**config.mk**
```make
export PLATFORM = sky130hd
export DESIGN_NAME = uiw_port
export DESIGN_NICKNAME = d
export VERILOG_FILES = /design/src/hdl/uiw_pkg.sv /design/src/hdl/uiw_port.sv
export SDC_FILE = /design/constraint.sdc
export NUM_CORES = 1
export LEC_CHECK = 0
export ABC_AREA = 1
export BUFFER_PORTS_ARGS = -buffer_cell sky130_fd_sc_hd__buf_2
export CAP_MARGIN = 40
export CORE_ASPECT_RATIO = 0.6
export CORE_UTILIZATION = 40
export DETAILED_ROUTE_END_ITERATION = 7
export PLACE_DENSITY_LB_ADDON = 0.08
export RECOVER_POWER = 100
export SETUP_SLACK_MARGIN = 0.2
export SLEW_MARGIN = 30
export SYNTH_ARGS = -nofsm -noshare
export SYNTH_HDL_FRONTEND = slang
export SYNTH_SLANG_ARGS = --single-unit
```
**constraint.sdc**
```tcl
create_clock -name clk -period 5.3 [get_ports clk]
set_input_delay 0 -clock clk [delete_from_list [all_inputs] [get_ports clk]]
set_output_delay 0 -clock clk [all_outputs]
set_load 0.01 [all_outputs]
```
**src/hdl/uiw_pkg.sv**
```systemverilog
// Purpose: Shared constants and types for the four-wire idle-wake serial port
// Assumes: 20 MHz core clock, 8N1 framing
// Notes:   Long counts are also top-level parameters so simulation can shorten them
package uiw_pkg;

    // Clock and line rate
    localparam int CLK_HZ       = 20_000_000;          // Core clock rate
    localparam int BAUD         = 115_200;             // Line rate
    localparam int BAUD_DIV     = CLK_HZ / BAUD;       // Cycles per bit
    localparam int HALF_DIV     = BAUD_DIV / 2;        // Cycles to mid start bit
    localparam int BAUD_W       = 8;                   // Baud counter width

    // Wake-up delay after the first received data while idle
    localparam int WAKE_MS      = 20;                  // Receiver re-enable delay
    localparam int WAKE_CYC     = (CLK_HZ / 1000) * WAKE_MS;
    // Inactivity before idle entry and periodic enable timing
    localparam int IDLE_US      = 10_000;              // Quiet time before idle
    localparam int IDLE_CYC     = (CLK_HZ / 1_000_000) * IDLE_US;
    localparam int WIN_PER_US   = 2_500;               // Periodic enable period
    localparam int WIN_PER_CYC  = (CLK_HZ / 1_000_000) * WIN_PER_US;
    localparam int WIN_ON_US    = 500;                 // Enabled part of each period
    localparam int WIN_ON_CYC   = (CLK_HZ / 1_000_000) * WIN_ON_US;
    localparam int CNT_W        = 20;                  // Width of long counters

    // Data path
    localparam int DATA_W       = 8;                   // Character width
    localparam int FIFO_DEPTH   = 8;                   // Transmit buffer depth

    // Reset values of pins
    localparam logic TXD_RST    = 1'b1;                // Line idles high
    localparam logic CTS_N_RST  = 1'b1;                // Clear-to-send inactive
    localparam logic RX_EN_RST  = 1'b1;                // Port starts in active mode

    // Power state of the port
    typedef enum logic [1:0] {
        UIW_ACTIVE,
        UIW_IDLE,
        UIW_WAKE
    } uiw_mode_e;

    // Serial engine state
    typedef enum logic [1:0] {
        UIW_S_IDLE,
        UIW_S_START,
        UIW_S_DATA,
        UIW_S_STOP
    } uiw_ser_e;

endpackage

```
**src/hdl/uiw_port.sv**
```systemverilog
// Purpose: Device-side four-wire serial port with periodic-wake idle mode
// Assumes: Configuration inputs come from core logic on clk; pins are asynchronous
// Notes:   Transmit data passes an 8-word FIFO; receive data is a one-cycle strobe
`timescale 1ns/1ps
`default_nettype none

// Transmit buffer
module uiw_fifo #(
    parameter int WIDTH = 8,
    parameter int DEPTH = 8
) (
    // Clock and reset
    input  wire logic             clk,
    input  wire logic             rst_n,
    // Fill side
    input  wire logic             in_valid,
    input  wire logic [WIDTH-1:0] in_data,
    output logic                  in_ready,
    // Drain side
    output logic                  out_valid,
    output logic      [WIDTH-1:0] out_data,
    input  wire logic             out_ready
);
    import uiw_pkg::*;

    localparam int AW = $clog2(DEPTH);

    // Whole state of the buffer
    typedef struct packed {
        logic [DEPTH-1:0][WIDTH-1:0] mem;   // Storage
        logic [AW-1:0]               wr;    // Write pointer
        logic [AW-1:0]               rd;    // Read pointer
        logic [AW:0]                 cnt;   // Words held
    } uiw_fifo_s;

    uiw_fifo_s st;
    uiw_fifo_s next_st;

    logic push;                             // Word taken in
    logic pop;                              // Word handed out

    // Honest flags from the count
    assign in_ready  = (st.cnt != (AW+1)'(DEPTH));
    assign out_valid = (st.cnt != '0);
    assign out_data  = st.mem[st.rd];
    assign push      = in_valid && in_ready;
    assign pop       = out_valid && out_ready;

    // Next-state logic
    always_comb begin
        next_st = st;
        if (push) begin
            next_st.mem[st.wr] = in_data;
            next_st.wr         = (st.wr == AW'(DEPTH-1)) ? '0 : st.wr + 1'b1;
        end
        if (pop) begin
            next_st.rd = (st.rd == AW'(DEPTH-1)) ? '0 : st.rd + 1'b1;
        end
        // Count follows both sides
        if (push && !pop) begin
            next_st.cnt = st.cnt + 1'b1;
        end else if (pop && !push) begin
            next_st.cnt = st.cnt - 1'b1;
        end
    end

    // State register
    always_ff @(posedge clk) begin
        if (!rst_n) begin
            st <= '0;
        end else begin
            st <= next_st;
        end
    end
endmodule

// Port top level
module uiw_port #(
    parameter int WAKE_CYCLES = uiw_pkg::WAKE_CYC,     // Receiver re-enable delay
    parameter int IDLE_CYCLES = uiw_pkg::IDLE_CYC,     // Quiet time before idle
    parameter int WIN_PERIOD  = uiw_pkg::WIN_PER_CYC,  // Periodic enable period
    parameter int WIN_ON      = uiw_pkg::WIN_ON_CYC    // Enabled part of period
) (
    // Clock and reset
    input  wire logic                        clk,
    input  wire logic                        rst_n,
    // Configuration from core logic
    input  wire logic                        hw_flow_en,
    input  wire logic                        psv_idle_mode,
    input  wire logic                        serial_en,
    // Serial pins
    input  wire logic                        rxd,
    output logic                             txd,
    input  wire logic                        rts_n,
    output logic                             cts_n,
    // Transmit data from core
    input  wire logic                        tx_valid,
    input  wire logic [uiw_pkg::DATA_W-1:0]  tx_data,
    output logic                             tx_ready,
    // Receive data to core
    output logic                             rx_valid,
    output logic      [uiw_pkg::DATA_W-1:0]  rx_data,
    // Power state
    output logic                             low_power_idle,
    output logic                             rx_enabled
);
    import uiw_pkg::*;

    // Whole state of the port
    typedef struct packed {
        logic                rxd_m;      // Receive line, first stage
        logic                rxd_s;      // Receive line, synchronised
        logic                rts_m;      // RTS, first stage
        logic                rts_s;      // RTS, synchronised
        uiw_mode_e           mode;       // Power state
        logic [CNT_W-1:0]    lp_cnt;     // Quiet or wake counter
        logic [CNT_W-1:0]    win_cnt;    // Periodic enable phase
        uiw_ser_e            rx_st;      // Receiver state
        logic [BAUD_W-1:0]   rx_baud;    // Receiver bit timer
        logic [2:0]          rx_bit;     // Receiver bit index
        logic [DATA_W-1:0]   rx_sh;      // Receiver shift register
        uiw_ser_e            tx_st;      // Transmitter state
        logic [BAUD_W-1:0]   tx_baud;    // Transmitter bit timer
        logic [2:0]          tx_bit;     // Transmitter bit index
        logic [DATA_W-1:0]   tx_sh;      // Transmitter shift register
        logic                txd;        // Line output
        logic                cts_n;      // Clear-to-send output
        logic                rx_valid;   // Receive strobe
        logic [DATA_W-1:0]   rx_data;    // Received character
        logic                tx_ready;   // Buffer has room
        logic                lp_idle;    // Low-power idle flag
        logic                rx_en;      // Receiver enabled flag
    } uiw_port_s;

    uiw_port_s st;
    uiw_port_s next_st;

    logic              f_valid;          // Buffer holds a word
    logic [DATA_W-1:0] f_data;           // Oldest buffered word
    logic              f_pop;            // Transmitter takes the word
    logic              f_in_ready;       // Buffer fill-side ready
    logic              tx_allowed;       // Transmitter may start

    // Flow control gate on the transmitter
    assign tx_allowed = (st.mode == UIW_ACTIVE) && serial_en
                        && (!hw_flow_en || !st.rts_s);
    assign f_pop      = tx_allowed && (st.tx_st == UIW_S_IDLE) && f_valid;

    uiw_fifo #(
        .WIDTH (DATA_W),
        .DEPTH (FIFO_DEPTH)
    ) u_fifo (
        .clk       (clk),
        .rst_n     (rst_n),
        .in_valid  (tx_valid),
        .in_data   (tx_data),
        .in_ready  (f_in_ready),
        .out_valid (f_valid),
        .out_data  (f_data),
        .out_ready (f_pop)
    );

    // Next-state logic
    always_comb begin
        next_st          = st;
        next_st.rxd_m    = rxd;
        next_st.rxd_s    = st.rxd_m;
        next_st.rts_m    = rts_n;
        next_st.rts_s    = st.rts_m;
        next_st.rx_valid = 1'b0;
        next_st.tx_ready = f_in_ready;

        // Power state
        unique case (st.mode)
            UIW_ACTIVE: begin
                // Quiet time counts only with setting 1 and no traffic
                if (!psv_idle_mode || st.rx_st != UIW_S_IDLE || st.tx_st != UIW_S_IDLE
                    || f_valid || !st.rxd_s) begin
                    next_st.lp_cnt = '0;
                end else if (st.lp_cnt == CNT_W'(IDLE_CYCLES - 1)) begin
                    next_st.mode    = UIW_IDLE;
                    next_st.lp_cnt  = '0;
                    next_st.win_cnt = '0;
                end else begin
                    next_st.lp_cnt = st.lp_cnt + 1'b1;
                end
            end
            UIW_IDLE: begin
                // Port enabled only in part of each period
                next_st.win_cnt = (st.win_cnt == CNT_W'(WIN_PERIOD - 1)) ? '0
                                  : st.win_cnt + 1'b1;
                if (!psv_idle_mode || f_valid) begin
                    // Setting dropped or own data to send
                    next_st.mode = UIW_ACTIVE;
                end else if (!st.rxd_s && st.win_cnt < CNT_W'(WIN_ON)) begin
                    // First data seen: it is only a wake-up
                    next_st.mode   = UIW_WAKE;
                    next_st.lp_cnt = '0;
                end
            end
            UIW_WAKE: begin
                // Receiver stays off for the wake delay
                if (st.lp_cnt == CNT_W'(WAKE_CYCLES - 1)) begin
                    next_st.mode   = UIW_ACTIVE;
                    next_st.lp_cnt = '0;
                end else begin
                    next_st.lp_cnt = st.lp_cnt + 1'b1;
                end
            end
            default: begin
                // Unused code falls back to active
                next_st.mode = UIW_ACTIVE;
            end
        endcase

        // Clear-to-send reflects readiness
        next_st.cts_n = !((next_st.mode == UIW_ACTIVE) && serial_en && hw_flow_en);

        // Power flags registered together with the new mode
        next_st.lp_idle = (next_st.mode != UIW_ACTIVE);
        next_st.rx_en   = (next_st.mode == UIW_ACTIVE);

        // Receiver, running only in active mode
        if (st.mode != UIW_ACTIVE || !serial_en) begin
            next_st.rx_st = UIW_S_IDLE;
        end else begin
            unique case (st.rx_st)
                UIW_S_IDLE: begin
                    // Start bit edge
                    if (!st.rxd_s) begin
                        next_st.rx_st   = UIW_S_START;
                        next_st.rx_baud = BAUD_W'(HALF_DIV - 1);
                    end
                end
                UIW_S_START: begin
                    if (st.rx_baud != '0) begin
                        next_st.rx_baud = st.rx_baud - 1'b1;
                    end else if (st.rxd_s) begin
                        next_st.rx_st = UIW_S_IDLE;                // Glitch, not a start
                    end else begin
                        next_st.rx_st   = UIW_S_DATA;
                        next_st.rx_baud = BAUD_W'(BAUD_DIV - 1);
                        next_st.rx_bit  = '0;
                    end
                end
                UIW_S_DATA: begin
                    if (st.rx_baud != '0) begin
                        next_st.rx_baud = st.rx_baud - 1'b1;
                    end else begin
                        // Least significant bit first
                        next_st.rx_sh   = {st.rxd_s, st.rx_sh[DATA_W-1:1]};
                        next_st.rx_baud = BAUD_W'(BAUD_DIV - 1);
                        next_st.rx_bit  = st.rx_bit + 1'b1;
                        if (st.rx_bit == 3'h7) begin
                            next_st.rx_st = UIW_S_STOP;
                        end
                    end
                end
                UIW_S_STOP: begin
                    if (st.rx_baud != '0) begin
                        next_st.rx_baud = st.rx_baud - 1'b1;
                    end else begin
                        // Deliver only with a valid stop bit
                        next_st.rx_st    = UIW_S_IDLE;
                        next_st.rx_valid = st.rxd_s;
                        next_st.rx_data  = st.rx_sh;
                    end
                end
            endcase
        end

        // Transmitter; a started frame always completes
        unique case (st.tx_st)
            UIW_S_IDLE: begin
                next_st.txd = TXD_RST;
                if (f_pop) begin
                    next_st.tx_st   = UIW_S_START;
                    next_st.tx_sh   = f_data;
                    next_st.tx_baud = BAUD_W'(BAUD_DIV - 1);
                    next_st.txd     = 1'b0;
                end
            end
            UIW_S_START: begin
                if (st.tx_baud != '0) begin
                    next_st.tx_baud = st.tx_baud - 1'b1;
                end else begin
                    next_st.tx_st   = UIW_S_DATA;
                    next_st.tx_baud = BAUD_W'(BAUD_DIV - 1);
                    next_st.tx_bit  = '0;
                    next_st.txd     = st.tx_sh[0];
                    next_st.tx_sh   = {1'b0, st.tx_sh[DATA_W-1:1]};
                end
            end
            UIW_S_DATA: begin
                if (st.tx_baud != '0) begin
                    next_st.tx_baud = st.tx_baud - 1'b1;
                end else if (st.tx_bit == 3'h7) begin
                    next_st.tx_st   = UIW_S_STOP;
                    next_st.tx_baud = BAUD_W'(BAUD_DIV - 1);
                    next_st.txd     = 1'b1;
                end else begin
                    next_st.tx_bit  = st.tx_bit + 1'b1;
                    next_st.tx_baud = BAUD_W'(BAUD_DIV - 1);
                    next_st.txd     = st.tx_sh[0];
                    next_st.tx_sh   = {1'b0, st.tx_sh[DATA_W-1:1]};
                end
            end
            UIW_S_STOP: begin
                if (st.tx_baud != '0) begin
                    next_st.tx_baud = st.tx_baud - 1'b1;
                end else begin
                    next_st.tx_st = UIW_S_IDLE;
                end
            end
        endcase
    end

    // State register
    always_ff @(posedge clk) begin
        if (!rst_n) begin
            st       <= '0;
            st.rxd_m <= 1'b1;
            st.rxd_s <= 1'b1;
            st.rts_m <= 1'b1;
            st.rts_s <= 1'b1;
            st.mode  <= UIW_ACTIVE;
            st.rx_st <= UIW_S_IDLE;
            st.tx_st <= UIW_S_IDLE;
            st.txd   <= TXD_RST;
            st.cts_n <= CTS_N_RST;
            st.rx_en <= RX_EN_RST;
        end else begin
            st <= next_st;
        end
    end

    // Outputs straight from the state register
    assign txd            = st.txd;
    assign cts_n          = st.cts_n;
    assign rx_valid       = st.rx_valid;
    assign rx_data        = st.rx_data;
    assign tx_ready       = st.tx_ready;
    assign low_power_idle = st.lp_idle;
    assign rx_enabled     = st.rx_en;
endmodule

`default_nettype wire

```
==> out/summary.txt <==
Status - finished, violations left
Failing checks - max-capacitance violations, max-slew violations
Port-buffer cells - 29
Inserted Diodes - 0
Static leakage - 4.18 nW
Tcrit/Tclk final - 0.609
Min-Delay Path Class - in2reg
Most common cell in the netlist - nand2_1
IR drop worst, VDD - 0.296 mV
Synth top area cells - dfxtp_1 (37%), nand2_1 (11%), a21oi_1 (8.2%)
Largest buffer count on any clock path - 2
Worst path depth - 9
# rows - 43
Max Fclk - 0.310 GHz
DR WL/cell - 14.5 µm
Setup TNS - 0 ps
Synth unique cells - 46
DRC viols - 0
Reg2reg path depth - 9
Top delay family on crit path - simple AND/OR/NAND/NOR gates
Via count - 8740
Max Clock Skew - 8.73 ps
Final Slew Violations - 78
Layout area overhead - 8.83%
Final-report hold violation count - 0
Final wirelength - 25700 µm
CP max stage cell - inv_1
Seq/Total Area, Yosys - 0.367
Die width - 202 µm
Initial core utilization - 0.412
Worst Hold Path Cells - 5
Iter 0 DRT Violations - 715
# setup viols final - 0
CTS tree - done
Critical Path End - st[68]
Final antenna-violating net count - 0
Startpoint Class - flop
Io pins - 30
Final Instance Area - 10400 µm²
Synth warnings - 0
Initial antenna violation count - 0
Largest net degree at the start of global routing - 96
P per Cell Area - 390 nW/µm²
CORE AREA - 23300 µm²
Rel. slew slack - -0.431
Critical path's most frequent cell - nand3_1
Synthesized area - 9590 µm²
Reg-to-Reg End - st[68]
Largest stage delay on the critical path - 830 ps
Post-DP HPWL - 18000 µm
Multi-input logic area - 4830 µm²
Clock Latency Late Sink - 440 ps
FF+latch area - 3520 µm²
Worst endpoint required time - 5650 ps
Post-Syn Instances - 1435
Max-cap violation count - 2
Worst Setup SP - st[76]
Crit Reg-Reg Startpoint - st[76]
Top_reg_cell synth - dfxtp_1
Die height - 122 µm
Flops & latches, synth - 176
Total power - 4.07 mW
CTS buffer count - 17
Final Util - 0.448
List of most frequent post-synthesis cells - nand2_1 (272), inv_1 (204), dfxtp_1 (176), a21oi_1 (158), o21ai_0 (154)
Gpl congestion - 0.914
Flop-to-flop setup slack - 2070 ps
Syn Nets - 1476
Worst EP arrival - 3570 ps
CP bufs+invs - 1
Final #Nets - 1480
CTS H-Tree Depth - 4
RSZ-0062 raised after global routing - no
Critical-path maximum fanout - 21
Die area - 24600 µm²
Share of cells above drive strength 1 - 0.0586
Vias in the first global route - 7666
Vias per cell - 4.95
Filler cell count - 2446
Synth top area share - 0.367
Root Buffer - clkbuf_16
First-pass GRT wire length - 42000 µm
Syn Area/Cell - 6.69 µm²
Post-layout min period - 3230 ps
Worst-path clk slew - 60 ps
Critical-path cell list - ha_1 -> nand3_1 -> nor2_1 -> nand3_1 -> nand2_2 -> nand3_1 -> inv_1 -> nand2_1 -> a21oi_1
Post-synth ARST share - 0
Sink Count - 176
Postcts setup bufs - 0
Gr usage total - 0.219
Placed cell area - 9800 µm²
Number of flops mapped to enable cells by yosys - 0
Critical Setup Path Class - reg2reg
Drt first pass iters - 5
Worst Tran Pin Value - 2150 ps
Worst Setup End Kind - flop
Largest area contributor in the netlist - dfxtp_1
Total grt overflow - 0
==> where the power goes <==
part	total, mW	internal (mW)	switching (mW)
logic	1.30	0.416	0.883
clock network	1.21	0.678	0.528
registers	1.57	1.47	0.0935
==> worst min path at each step <==
stage                           from           end  slack, ps
after floorplan                  rxd  next_st[100]        110
after global placement         rts_n   next_st[98]        190
after detailed placement       rts_n   next_st[98]        200
after CTS                 hw_flow_en  u_fifo.st[4]        100
after global routing        tx_valid  u_fifo.st[7]         90
final                       tx_valid  u_fifo.st[7]        100
==> registers in the layout (all words and copies together) (netlist names), named ones only <==
| name | cells |
|---|---|
| next_st | 2 |
| u_fifo.st | 74 |
| txd | 1 |
| rx_data | 8 |
| tx_ready | 1 |
| st | 85 |
| rx_valid | 1 |
| rx_enabled | 1 |
| cts_n | 1 |
| low_power_idle | 1 |
==> worst register-to-register path: stages, from the launching register on <==
cell and delay [ps]:
dfxtp_1 390, ha_1 270, nand3_1 250, nor2_1 190, nand3_1 180, nand2_2 110
nand3_1 630, inv_1 840, nand2_1 130, a21oi_1 150
==> cell families (layout without fill, tap and decap cells) <==
logic type	after synthesis	after routing	share of synthesized area
compound gates	328	328	0.176
xor+xnor	21	21	0.0192
fa+ha+maj	25	25	0.0334
buf+inv	280	296	0.123
flops	176	176	0.367
simple gates	605	605	0.281
==> through the flow <==
| step | hold slack, ps | worst slack (ps) | cells |
|---|---|---|---|
| 2_1_floorplan | 107 | 3040 | 1435 |
| 3_3_place_gp | 194 | 2710 | 1717 |
| 3_5_place_dp | 204 | 2670 | 1717 |
| 4_1_cts | 95.9 | 2650 | 1761 |
| 5_1_grt | 89.0 | 1680 | 1766 |
| 6_report | 101 | 2070 | 1766 |
==> cell type report <==
class / count / area share
Multi-Input combinational cell: 979 / 0.463
Sequential cell: 176 / 0.337
Inverter: 214 / 0.0773
Clock buffer: 25 / 0.0465
Tap cell: 315 / 0.0377
Timing Repair Buffer: 51 / 0.0327
Clock inverter: 6 / 0.00551
==> layout by cell type (no fill, tap or decap), types with 15 or more instances in the layout <==
cell type,Yosys,layout
dfxtp_1,176,176
ha_1,24,24
nand4_1,30,30
xor2_1,18,18
nand2_1,272,275
nor3_1,16,17
inv_1,204,206
clkbuf_1,22,22
a21oi_1,158,158
o21ai_0,154,157
clkbuf_16,0,17
buf_2,23,15
nand3_1,94,97
nor2_1,146,148
==> routing by layer <==
layer | part of all wire | up-vias | GRT usage
met2 | 0.35 | 223 | 0.268
met5 | 0 | - | 0
met4 | 0.012 | 0 | 0.0653
li1 | - | 4617 | -
met1 | 0.58 | 3879 | 0.356
met3 | 0.064 | 21 | 0.0530
==> what timing repair did <==
item / CTS / global route
hold buffers: 13 / 0
setup endpoints to repair: 0 / 0
endpoints found under the hold margin: 94 / 0
resized for setup: 0 / 0
Note: power is estimated with default switching activity, not from simulation.
